===== src/hw/imadd_pkg.sv =====
package imadd_pkg;

  // Datapath widths.
  localparam int unsigned Y_W = 15;
  localparam int unsigned K_W = 12;
  localparam int unsigned SHIFT_W = 6;
  localparam int unsigned SEL_W = 3;
  localparam int unsigned RPT_W = 12;
  localparam int unsigned IR_W = 18;
  localparam int unsigned ADDR_W = 8;

  // Field positions: index select in the held instruction word, step code in index seven.
  localparam int unsigned STEP_LSB = 12;
  localparam int unsigned SEL_LSB = 15;

  // Register byte offsets.
  localparam logic [7:0] REG_CMD = 8'h00;
  localparam logic [7:0] REG_IR = 8'h04;
  localparam logic [7:0] REG_STAT = 8'h08;
  localparam logic [7:0] REG_HOLD = 8'h0C;
  localparam logic [7:0] REG_IDX_BASE = 8'h20;

  // Status register bits.
  localparam int unsigned STAT_BUSY = 0;
  localparam int unsigned STAT_DONE = 1;
  localparam int unsigned STAT_CARRY = 2;
  localparam int unsigned STAT_ZERO = 3;

  // Reset values and fixed operands.
  localparam logic [14:0] Y_ZERO = 15'h0000;
  localparam logic [14:0] Y_ONES = 15'h7FFF;
  localparam logic [11:0] RPT_ZERO = 12'h000;
  localparam logic [11:0] RPT_ONE = 12'h001;
  localparam logic [2:0] SEL_NONE = 3'h0;
  localparam logic [2:0] SEL_RPT = 3'h7;

  typedef enum logic [2:0] {
    CMD_NONE = 3'h0,
    CMD_ADD_INDEX = 3'h1,
    CMD_WRITE_INDEX = 3'h2,
    CMD_REPEAT = 3'h3,
    CMD_COMPLEMENT = 3'h4,
    CMD_COMPARE = 3'h5,
    CMD_ADVANCE = 3'h6
  } imadd_cmd_t;

  // Odd step codes move the address; bit 2 picks the direction.
  function automatic logic step_inc(input logic [2:0] m);
    return m[0] & ~m[2];
  endfunction

  function automatic logic step_dec(input logic [2:0] m);
    return m[0] & m[2];
  endfunction

endpackage


===== src/hw/imadd_add_if.sv =====
`timescale 1ns/1ps
interface imadd_add_if;
  logic [14:0] a;
  logic [14:0] b;
  logic carry_en;
  logic carry_in;
  logic [14:0] sum;
  logic carry_out;

  modport user (
    output a,
    output b,
    output carry_en,
    output carry_in,
    input sum,
    input carry_out
  );

  modport adder (
    input a,
    input b,
    input carry_en,
    input carry_in,
    output sum,
    output carry_out
  );
endinterface


===== src/hw/imadd_adder.sv =====
`timescale 1ns/1ps
module imadd_adder (
  // Operand and result bundle
  imadd_add_if.adder bus
);

  logic [imadd_pkg::Y_W:0] carry;

  // Toggle where the index bit is one, then let each carry toggle the
  // next stage until a zero stage absorbs it.
  always_comb begin
    carry[0] = bus.carry_in;
    for (int i = 0; i < int'(imadd_pkg::Y_W); i++) begin
      bus.sum[i] = bus.a[i] ^ bus.b[i] ^ carry[i];
      carry[i + 1] = bus.carry_en &
        ((bus.a[i] & bus.b[i]) | ((bus.a[i] ^ bus.b[i]) & carry[i]));
    end
  end

  // The end carry is reported but never fed back into any stage.
  assign bus.carry_out = carry[imadd_pkg::Y_W];

endmodule


===== src/hw/imadd_top.sv =====
// The implementer's own choices: the APB interface to the registers and the address map.
`timescale 1ns/1ps
// How it works
// - Low twelve bits give the memory address.
// - Base field gives the jump target address.
// - Low six bits give the shift count.
// - Index adds to modifier and base fields.
// - Base section cleared before each new load.
// - Seven fifteen-bit index registers.
// - Index seven: counter low, step modifier high.
// - Selected index cleared, then loaded from buffer.
// - Adder result reaches only the selected index.
// - Repeat decrements counter; zero raises repeat done.
// - Step code: even none, 1/3 up, 5/7 down.
// - Hold buffer captures selected index for adder.
// - Two's complement add on the low fifteen bits.
// - Adder supports compare against an index.
// - Toggle bits, then ripple carries to a zero.
// - Carry out of bit fifteen is never fed back; an add keeps it as a status bit.
// - Add order: load buffer, apply, then carries.
// - Increment injects one into the lowest stage.
// - Decrement adds all ones, end carry dropped.
// - Complement adds all ones without carries.
// - Adder advances the storage address.
// - Compare inverts, adds one, then adds index.
module imadd_top (
  // Clock and reset
  input wire logic pclk,
  input wire logic presetn,
  // APB slave
  input wire logic psel,
  input wire logic penable,
  input wire logic pwrite,
  input wire logic [7:0] paddr,
  input wire logic [31:0] pwdata,
  output logic [31:0] prdata,
  output logic pready,
  output logic pslverr,
  // Datapath results
  output logic [11:0] mem_addr,
  output logic [11:0] jump_addr,
  output logic [5:0] shift_count,
  output logic repeat_done,
  output logic busy
);

  typedef enum logic [3:0] {
    ST_IDLE,
    ST_IR_CLEAR,
    ST_IR_LOAD,
    ST_HOLD_LOAD,
    ST_CMP_INVERT,
    ST_CMP_ONE,
    ST_ADD_APPLY,
    ST_WB_CAPTURE,
    ST_IDX_CLEAR,
    ST_IDX_LOAD,
    ST_RPT_COUNT,
    ST_RPT_STEP,
    ST_COMPL,
    ST_ADVANCE
  } imadd_state_t;

  imadd_state_t state;
  imadd_pkg::imadd_cmd_t cmd;
  logic [14:0] y;
  logic [2:0] sel;
  logic [14:0] hold;
  logic [14:0] wbuf;
  logic [14:0] idx [1:7];
  logic [17:0] ir_pend;
  logic done_flag;
  logic carry_flag;
  logic [31:0] rd_data;
  logic bad_access;
  logic is_idx;
  logic [2:0] idx_num;
  logic wr_go;
  logic [11:0] rpt_cnt;
  logic [2:0] rpt_step;

  imadd_add_if add_bus ();

  imadd_adder u_adder (
    .bus(add_bus)
  );

  function automatic logic [14:0] idx_read(input logic [2:0] s);
    return (s == imadd_pkg::SEL_NONE) ? imadd_pkg::Y_ZERO : idx[s];
  endfunction

  assign rpt_cnt = idx[imadd_pkg::SEL_RPT][imadd_pkg::RPT_W-1:0];
  assign rpt_step = idx[imadd_pkg::SEL_RPT][imadd_pkg::Y_W-1:
    imadd_pkg::STEP_LSB];

  // Adder operand steering. One state per clock, so the ripple always
  // settles before the result is stored.
  always_comb begin
    add_bus.a = y;
    add_bus.b = imadd_pkg::Y_ZERO;
    add_bus.carry_en = 1'b1;
    add_bus.carry_in = 1'b0;
    unique case (state)
      ST_ADD_APPLY: begin
        add_bus.b = hold;
      end
      ST_CMP_INVERT, ST_COMPL: begin
        add_bus.b = imadd_pkg::Y_ONES;
        add_bus.carry_en = 1'b0;
      end
      ST_CMP_ONE, ST_ADVANCE: begin
        add_bus.carry_in = 1'b1;
      end
      ST_RPT_STEP: begin
        if (imadd_pkg::step_inc(rpt_step)) begin
          add_bus.carry_in = 1'b1;
        end else if (imadd_pkg::step_dec(rpt_step)) begin
          add_bus.b = imadd_pkg::Y_ONES;
        end
      end
      default: begin
      end
    endcase
  end

  // APB decode.
  assign is_idx = (paddr[7:5] == imadd_pkg::REG_IDX_BASE[7:5]) &&
    (paddr[1:0] == 2'h0);
  assign idx_num = paddr[4:2];
  assign wr_go = psel && penable && pready && pwrite && !pslverr;

  always_comb begin
    rd_data = 32'h0000_0000;
    bad_access = 1'b0;
    if (is_idx) begin
      rd_data = {17'h00000, idx_read(idx_num)};
      bad_access = pwrite && (state != ST_IDLE);
    end else begin
      unique case (paddr)
        imadd_pkg::REG_CMD: begin
          rd_data = {29'h0000_0000, cmd};
          bad_access = pwrite && (state != ST_IDLE);
        end
        imadd_pkg::REG_IR: begin
          rd_data = {14'h0000, sel, y};
          bad_access = pwrite && (state != ST_IDLE);
        end
        imadd_pkg::REG_STAT: begin
          rd_data[imadd_pkg::STAT_BUSY] = (state != ST_IDLE);
          rd_data[imadd_pkg::STAT_DONE] = done_flag;
          rd_data[imadd_pkg::STAT_CARRY] = carry_flag;
          rd_data[imadd_pkg::STAT_ZERO] = (y == imadd_pkg::Y_ZERO);
        end
        imadd_pkg::REG_HOLD: begin
          rd_data = {17'h00000, hold};
        end
        default: begin
          bad_access = 1'b1;
        end
      endcase
    end
  end

  // One wait state: the answer is registered in the first access cycle.
  always_ff @(posedge pclk or negedge presetn) begin
    if (!presetn) begin
      pready <= 1'b0;
      prdata <= 32'h0000_0000;
      pslverr <= 1'b0;
    end else begin
      pready <= psel && penable && !pready;
      if (psel && penable && !pready) begin
        prdata <= pwrite ? 32'h0000_0000 : rd_data;
        pslverr <= bad_access;
      end
    end
  end

  // Sequencer.
  always_ff @(posedge pclk or negedge presetn) begin
    if (!presetn) begin
      state <= ST_IDLE;
      cmd <= imadd_pkg::CMD_NONE;
      ir_pend <= 18'h00000;
    end else begin
      unique case (state)
        ST_IDLE: begin
          if (wr_go && !is_idx && paddr == imadd_pkg::REG_IR) begin
            ir_pend <= pwdata[imadd_pkg::IR_W-1:0];
            state <= ST_IR_CLEAR;
          end else if (wr_go && !is_idx && paddr == imadd_pkg::REG_CMD) begin
            cmd <= imadd_pkg::imadd_cmd_t'(pwdata[2:0]);
            unique case (pwdata[2:0])
              imadd_pkg::CMD_ADD_INDEX: state <= ST_HOLD_LOAD;
              imadd_pkg::CMD_COMPARE: state <= ST_HOLD_LOAD;
              imadd_pkg::CMD_WRITE_INDEX: state <= ST_WB_CAPTURE;
              imadd_pkg::CMD_REPEAT: state <= ST_RPT_COUNT;
              imadd_pkg::CMD_COMPLEMENT: state <= ST_COMPL;
              imadd_pkg::CMD_ADVANCE: state <= ST_ADVANCE;
              default: state <= ST_IDLE;
            endcase
          end
        end
        ST_IR_CLEAR: state <= ST_IR_LOAD;
        ST_HOLD_LOAD: begin
          state <= (cmd == imadd_pkg::CMD_COMPARE) ? ST_CMP_INVERT :
            ST_ADD_APPLY;
        end
        ST_CMP_INVERT: state <= ST_CMP_ONE;
        ST_CMP_ONE: state <= ST_ADD_APPLY;
        ST_WB_CAPTURE: state <= ST_IDX_CLEAR;
        ST_IDX_CLEAR: state <= ST_IDX_LOAD;
        ST_RPT_COUNT: state <= ST_RPT_STEP;
        default: state <= ST_IDLE;
      endcase
    end
  end

  // Instruction word: modifier and base fields plus index select.
  always_ff @(posedge pclk or negedge presetn) begin
    if (!presetn) begin
      y <= imadd_pkg::Y_ZERO;
      sel <= imadd_pkg::SEL_NONE;
      carry_flag <= 1'b0;
    end else begin
      unique case (state)
        ST_IR_CLEAR: begin
          y <= imadd_pkg::Y_ZERO;
          sel <= imadd_pkg::SEL_NONE;
        end
        ST_IR_LOAD: begin
          y <= ir_pend[imadd_pkg::Y_W-1:0];
          sel <= ir_pend[imadd_pkg::IR_W-1:imadd_pkg::SEL_LSB];
        end
        ST_ADD_APPLY: begin
          y <= add_bus.sum;
          carry_flag <= add_bus.carry_out;
        end
        ST_CMP_INVERT, ST_CMP_ONE, ST_COMPL, ST_ADVANCE, ST_RPT_STEP: begin
          y <= add_bus.sum;
        end
        default: begin
        end
      endcase
    end
  end

  // Index hold buffer and index write buffer.
  always_ff @(posedge pclk or negedge presetn) begin
    if (!presetn) begin
      hold <= imadd_pkg::Y_ZERO;
      wbuf <= imadd_pkg::Y_ZERO;
    end else begin
      if (state == ST_HOLD_LOAD) begin
        hold <= idx_read(sel);
      end
      if (state == ST_WB_CAPTURE) begin
        wbuf <= add_bus.sum;
      end
    end
  end

  // Index registers. Software may preload them only while idle.
  always_ff @(posedge pclk or negedge presetn) begin
    if (!presetn) begin
      for (int i = 1; i <= 7; i++) begin
        idx[i] <= imadd_pkg::Y_ZERO;
      end
    end else begin
      if (wr_go && is_idx && idx_num != imadd_pkg::SEL_NONE) begin
        idx[idx_num] <= pwdata[imadd_pkg::Y_W-1:0];
      end
      if (state == ST_IDX_CLEAR && sel != imadd_pkg::SEL_NONE) begin
        idx[sel] <= imadd_pkg::Y_ZERO;
      end
      if (state == ST_IDX_LOAD && sel != imadd_pkg::SEL_NONE) begin
        idx[sel] <= wbuf;
      end
      if (state == ST_RPT_COUNT && rpt_cnt != imadd_pkg::RPT_ZERO) begin
        idx[imadd_pkg::SEL_RPT][imadd_pkg::RPT_W-1:0] <=
          rpt_cnt - imadd_pkg::RPT_ONE;
      end
    end
  end

  // Repeat completion: a pulse and a sticky status bit. A new completion
  // wins over a clear written in the same cycle.
  always_ff @(posedge pclk or negedge presetn) begin
    if (!presetn) begin
      repeat_done <= 1'b0;
      done_flag <= 1'b0;
    end else begin
      repeat_done <= (state == ST_RPT_COUNT) &&
        (rpt_cnt <= imadd_pkg::RPT_ONE);
      if ((state == ST_RPT_COUNT) && (rpt_cnt <= imadd_pkg::RPT_ONE)) begin
        done_flag <= 1'b1;
      end else if (wr_go && !is_idx && paddr == imadd_pkg::REG_STAT &&
                   pwdata[imadd_pkg::STAT_DONE]) begin
        done_flag <= 1'b0;
      end
    end
  end

  // Address views trail the instruction word by one clock.
  always_ff @(posedge pclk or negedge presetn) begin
    if (!presetn) begin
      mem_addr <= 12'h000;
      jump_addr <= 12'h000;
      shift_count <= 6'h00;
      busy <= 1'b0;
    end else begin
      mem_addr <= y[imadd_pkg::K_W-1:0];
      jump_addr <= y[imadd_pkg::K_W-1:0];
      shift_count <= y[imadd_pkg::SHIFT_W-1:0];
      busy <= (state != ST_IDLE);
    end
  end
endmodule


===== config.mk =====
export PLATFORM = sky130hd
export DESIGN_NAME = imadd_top
export DESIGN_NICKNAME = d
export VERILOG_FILES = /design/src/hw/imadd_pkg.sv /design/src/hw/imadd_add_if.sv /design/src/hw/imadd_adder.sv /design/src/hw/imadd_top.sv
export SDC_FILE = /design/constraint.sdc
export NUM_CORES = 1
export LEC_CHECK = 0
export ABC_AREA = 1
export BUFFER_PORTS_ARGS = -buffer_cell sky130_fd_sc_hd__buf_2
export CORE_MARGIN = 4
export CORE_UTILIZATION = 40
export CTS_BUF_LIST = sky130_fd_sc_hd__clkbuf_4 sky130_fd_sc_hd__clkbuf_8
export CTS_CLUSTER_DIAMETER = 60
export CTS_CLUSTER_SIZE = 16
export DETAILED_ROUTE_END_ITERATION = 12
export PLACE_DENSITY = 0.68
export RECOVER_POWER = 25
export SLEW_MARGIN = 20
export SYNTH_ARGS = -nofsm -noshare
export SYNTH_HDL_FRONTEND = slang
export SYNTH_SLANG_ARGS = --single-unit

===== constraint.sdc =====
create_clock -name pclk -period 9.6 [get_ports pclk]
set_clock_uncertainty 0.05 [all_clocks]
set_input_delay 0.48 -clock pclk [delete_from_list [all_inputs] [get_ports pclk]]
set_output_delay 0.48 -clock pclk [all_outputs]
set_load 0.005 [all_outputs]

# Yosys cells after proc, flatten, opt, wreduce, memory -nomap -nowiden
# Index checks and enable logic that the tools add are counted.
[word_totals]
output_inout_bits = 66
register_bits = 234
wordCells = 235
[classes]
addsub = 1
n_mux = 39
n_reduce_logical = 44
n_bitwise = 98
eq_ne = 25
order_cmp = 5
[op_table]
columns = ["cell", "n"]
rows = [
  ["$mux 105", 3],
  ["$bwmux 105", 2],
  ["$mux 15", 10],
  ["$and 105x105->105", 1],
  ["$not 105->105", 1],
  ["$bmux 15 s3", 2],
  ["$demux 15 s3", 2],
  ["$pmux 15 s3", 2],
  ["$and 1x1->1", 47],
  ["$mux 32", 1],
  ["$pmux 4 s8", 1],
  ["$xor 1x1->1", 30],
  ["$pmux 14 s2", 1],
  ["$eq 4x4->1 const B", 6],
  ["$logic_and 1x1->1", 20],
  ["$pmux 4 s5", 1],
  ["$mux 18", 1],
  ["$eq 4x3->1 const B", 4],
  ["$eq 8x4->1 const B", 2],
  ["$pmux 4 s4", 1],
  ["$logic_not 15->1", 1],
  ["$or 1x1->1", 15],
  ["$eq 3x3->1 const B", 4],
  ["$le 12x1->1 const B", 1],
  ["30 further kinds", 53],
]

# Longest topological paths before layout
[logic_depth]
depth_word = 50
mapped_depth = 52
ltp_nobuf = 52

# By module
# Synthesis repeated with hierarchy kept, for this count alone.
[unflattened]
hier_cells = 1956
hier_area_um2 = 13260.2
[modules_own_cells]
columns = ["module", "area_per_inst_um2", "instances", "cells_per_inst"]
rows = [
  ["imadd_top", 12821.0, 1, 1906],
  ["imadd_adder", 439.2, 1, 50],
]

# Worst setup path before layout
# Ideal clock, no wire load.
[synth_path]
path_kind = "register to register"
from = "register state[2]"
to = "register y[14] (netlist: add_bus.a[14])"
path_stages_with_launch = 53
arrival_ps = 8103
setup_ps = 65
path_slack_ps = 1382
path_buffers = 0
path_cell_list = "dfrtp_1 -> inv_1 -> nand2_1 -> inv_1 -> nand2_1 -> inv_1 -> nand3_1 -> nand2_1 -> a21oi_1 -> fa_1 -> nor2_1 -> fa_1 -> inv_1 -> nor2_1 -> fa_1 -> inv_1 -> nor2_1 -> fa_1 -> [17 not listed] -> fa_1 -> inv_1 -> nor2_1 -> fa_1 -> inv_1 -> nor2_1 -> fa_1 -> inv_1 -> nor2_1 -> fa_1 -> inv_1 -> nor2_1 -> fa_1 -> nand2_1 -> fa_1 -> inv_1 -> a22oi_1 -> nand2_1"
[synth_between]
elab_chain_cells = 48
word_cells_on_any_way = 88
cone_classes = "eq/ne (8); mux (4); bitwise (72); reduce/logical (4)"
[synth_lines]
columns = ["item", "line_no", "text"]
rows = [
  ["start, declared", "imadd_top.sv:64", "imadd_state_t state;"],
  ["start signal, assigned", "imadd_top.sv:206", "state <= (cmd == imadd_pkg::CMD_COMPARE) ? ST_CMP_INVERT :"],
  ["$eq 4x3->1 / $eq 4x4->1 (equally long branches)", "imadd_top.sv:103, imadd_top.sv:226", ""],
  ["$reduce_or 2->1", "imadd_top.sv:103", "unique case (state)"],
  ["$pmux 15 s3", "imadd_top.sv:103", ""],
  ["$xor 1x1->1", "imadd_adder.sv:16", "((bus.a[i] & bus.b[i]) | ((bus.a[i] ^ bus.b[i]) & carry[i]));"],
  ["$and 1x1->1", "imadd_adder.sv:16", ""],
  ["$or 1x1->1", "imadd_adder.sv:16", ""],
  ["$and 1x1->1", "imadd_adder.sv:15", "carry[i + 1] = bus.carry_en &"],
  ["$and 1x1->1", "imadd_adder.sv:16", ""],
  ["[32 not listed]", "n/a", ""],
  ["$and 1x1->1", "imadd_adder.sv:16", ""],
  ["$or 1x1->1", "imadd_adder.sv:16", ""],
  ["$and 1x1->1", "imadd_adder.sv:15", ""],
  ["$and 1x1->1", "imadd_adder.sv:16", ""],
  ["$or 1x1->1", "imadd_adder.sv:16", ""],
  ["$and 1x1->1", "imadd_adder.sv:15", ""],
  ["$xor 1x1->1", "imadd_adder.sv:14", "bus.sum[i] = bus.a[i] ^ bus.b[i] ^ carry[i];"],
  ["$pmux 15 s3", "imadd_top.sv:226", "unique case (state)"],
  ["end signal, assigned", "imadd_top.sv:228", "y <= imadd_pkg::Y_ZERO;"],
  ["end signal, assigned", "imadd_top.sv:232", "y <= ir_pend[imadd_pkg::Y_W-1:0];"],
  ["end signal, assigned", "imadd_top.sv:236", "y <= add_bus.sum;"],
  ["end, declared", "imadd_top.sv:66", "logic [14:0] y;"],
]
# Parallel ways exist; a longest one is shown, timed or not.
# A chain may end at the register's enable or synchronous reset.

# Final worst setup path
[layout_path]
from = "register state[2]"
to = "register wbuf[14]"
[layout_between]
elab_chain_cells = 47
word_cells_on_any_way = 84
cone_classes = "eq/ne (7); mux (3); bitwise (72); reduce/logical (2)"
[layout_lines]
columns = ["item", "line_no", "text"]
rows = [
  ["$eq 4x3->1 / $eq 4x4->1 (equally long branches)", "imadd_top.sv:103", ""],
  ["$reduce_or 2->1", "imadd_top.sv:103", ""],
  ["$pmux 15 s3", "imadd_top.sv:103", ""],
  ["$xor 1x1->1", "imadd_adder.sv:16", ""],
  ["$and 1x1->1", "imadd_adder.sv:16", ""],
  ["$or 1x1->1", "imadd_adder.sv:16", ""],
  ["$and 1x1->1", "imadd_adder.sv:15", ""],
  ["$and 1x1->1", "imadd_adder.sv:16", ""],
  ["[31 not listed]", "n/a", ""],
  ["$and 1x1->1", "imadd_adder.sv:15", ""],
  ["$and 1x1->1", "imadd_adder.sv:16", ""],
  ["$or 1x1->1", "imadd_adder.sv:16", ""],
  ["$and 1x1->1", "imadd_adder.sv:15", ""],
  ["$and 1x1->1", "imadd_adder.sv:16", ""],
  ["$or 1x1->1", "imadd_adder.sv:16", ""],
  ["$and 1x1->1", "imadd_adder.sv:15", ""],
  ["$xor 1x1->1", "imadd_adder.sv:14", ""],
  ["end signal, assigned", "imadd_top.sv:252", "wbuf <= imadd_pkg::Y_ZERO;"],
  ["end signal, assigned", "imadd_top.sv:258", "wbuf <= add_bus.sum;"],
  ["end, declared", "imadd_top.sv:69", "logic [14:0] wbuf;"],
]
# Parallel ways exist; a longest one is shown, timed or not.

==> summary.txt <==
Yosys
  • YS warnings: 0
  • Yosys reg bits: 214
  • Number of synthesized flops with an enable pin: 0
  • Async set-reset flop share out of synthesis: 100%
  • Register area share after synthesis: 41.2%
  • Main synth FF type: dfrtp_1
  • Leading area contributor after synthesis: dfrtp_1
  • Top post-synthesis cells by count: nand2_1, dfrtp_1, inv_1
  • Mean Syn Cell Area: 6.98 µm²
  • Mapped Area: 13000 µm²
  • Top cell type's share of synthesized area: 41.2%
  • Netlist cell types: 36
  • Synth area leaders: dfrtp_1, nand2_1, inv_1, o211ai_1, nand3_1
  • Most frequent cell after synthesis: nand2_1
  • Gate Count Post-Synth: 1861

STA
  • Final-report max-slew violation count: 107
  • Crit path time final: 8.87 ns
  • Setup_tns: 0 ns
  • Worst slew pin tran: 5.99 ns
  • Period utilisation layout: 92.3%
  • Worst setup margin: 0.735 ns
  • Worst hold slack: 0.101 ns
  • FMAX: 113 MHz
  • Worst slew margin: -300%
  • Unrepaired setup endpoints after global routing: no
  • Endpoints failing hold: 0
  • # setup viols final: 0

GRT
  • Antenna violations before repair: 0
  • Grt total ovfl: 0
  • Largest net degree at the start of global routing: 107
  • GRT Total Usage: 27.2%
  • First-pass GRT wire length: 74900 µm
  • Vias in the first global route: 12279

Place
  • Routability cong.: 0.995
  • Placed cells: 2275
  • Placement Setup Slack: 0.755 ns
  • DP HPWL: 33500 µm
  • Buffers on Ports: 82

Die
  • Chip height: 188 µm
  • # rows: 65
  • Std-Cell Core Area: 31800 µm²
  • Overall die area: 35400 µm²
  • Chip Width: 188 µm
  • Ports: 111
  • Starting Density: 40.9%

Final layout
  • Layout Cells excl Fill: 2313
  • Share of post-route cells with drive strength above 1: 10.2%
  • Ant diodes: 0
  • Multi-input logic area: 6240 µm²
  • Layout area overhead: 7.43%
  • Fill cells: 3282
  • Seq. cell area: 5360 µm²
  • Final net count: 1928

Worst setup path
  • Crit path kind: reg2reg
  • CP peak stage delay: 0.45 ns
  • Reg2reg setup slack: 0.73 ns
  • CP Data Required Time: 10.04 ns
  • Crit. End Element: register
  • Worst EP arrival: 9.30 ns
  • Slowest CP cell: dfrtp_1
  • CP Max Fanout: 5
  • CP startpoint kind: register

CTS
  • Hold buffers post-CTS: 1
  • Post-cts resize count: 0
  • Root buffer cell: clkbuf_8
  • TritonCTS clock tree: yes
  • Maximum clock insertion buffer count: 3
  • CTS Sinks: 214
  • Post-CTS Repair Setup Buffers: 0
  • Number of CTS-inserted buffers: 22
  • H-tree levels: 1
  • Worst-Skew Late Latency: 0.58 ns
  • Clock slew seen by the registers of the worst setup and hold paths: 0.10 ns

Pwr
  • Max rail drop VDD: 0.000106 V
  • Pleak: 7.22 nW
  • Power density over cell area: 234 nW/µm²
  • Design Power: 3.27 mW

Route
  • Wire per inst: 21.2 µm
  • Routed WL: 48900 µm
  • Vias per Instance: 5.50
  • Iter 0 DRT Violations: 1482
  • Drc violations: 0
  • DRT antenna net count: 0
  • Via count: 12724
  • Pre-Repair DR Iteration Count: 6

Outcome
  • Status: complete, but fails checks
  • Failing checks: capacitance limit, slew limit

Min path
  • Hold Path Class: in2reg

Flow run
  • MaxCap Viol Count: 1
path summary, 6_finish.rpt:
path,depth (start not counted),start,endpoint
max,50,state[2],wbuf[14]
min,3,pwdata[15],ir_pend[15]
max reg2reg,50,state[2],wbuf[14]
min reg2reg,0,add_bus.a[0],shift_count[0]
max in group asynchronous,2,presetn,idx[5]
min in group asynchronous,2,presetn,idx[83]
area by class of cell:
cell class,count,area share (%)
timing repair buffer,104,4.13
tap,435,3.90
sequential,214,38.4
inverter,203,5.46
multi-input combinational,1320,44.7
clock inverter,12,1.01
clock buffer,25,2.42
cells by family (layout without fill, tap and decap cells):
family,count (synthesis),in the layout,share of synthesized area [%]
compound gates,246,246,11.6
fa+ha+maj,18,18,2.60
other cells,1,14,0.0289
mux,13,13,1.13
flops,214,214,41.2
simple gates,1024,1024,31.8
buf+inv,340,344,11.2
xor+xnor,5,5,0.337
routing by layer:
layer  global-route usage [%]  wire [µm]
met1                     36.0      19400
met2                     41.6      21400
met4                     13.4       2860
met5                        0          0
met3                     6.84       5260
metrics by stage:
step | utilization (%) | cell area (µm²)
after floorplan | - | 13000
after global placement | 42.4 | 13500
after detailed placement | 42.4 | 13500
after CTS | 43.9 | 14000
after global routing | 43.9 | 14000
final | 43.9 | 14000
power by group:
| part | leakage (nW) | internal, mW | switching (mW) |
|---|---|---|---|
| clock | 0.239 | 0.278 | 0.382 |
| combinational | 4.47 | 0.412 | 0.805 |
| sequential | 2.51 | 1.15 | 0.248 |
worst max-delay path, delay by kind of cell (launching register included):
| family | cells | cell delay, ns |
|---|---|---|
| adder cells (fa/ha/maj) | 15 | 5.70 |
| AND/OR/NAND/NOR | 18 | 1.19 |
| buffers and inverters | 15 | 1.00 |
| flip-flops | 1 | 0.45 |
| AO/OA/AOI/OAI | 2 | 0.38 |
flip-flops by register name, indices dropped and copies added (netlist names), 3 cells and up:
signal and count:
add_bus.a 15, wbuf 15, hold 15, ir_pend 18, state 4, cmd 3, shift_count 5, sel 3
idx 105, jump_addr 7, prdata 18
cells in the final DEF, fill, tap and decap left out, types with 12 or more instances in the layout:
cell,count
a21oi_1,49
inv_1,191
a22oi_1,12
buf_4,21
fa_1,15
nor2_1,122
o21ai_0,71
o211ai_1,85
conb_1,14
o22ai_1,15
nand2_1,743
nand3_1,101
buf_2,81
dfrtp_1,214
clkbuf_8,24
nand4_1,25
nor2_2,15
mux2_2,13
Note: power is estimated with default switching activity, not from simulation.
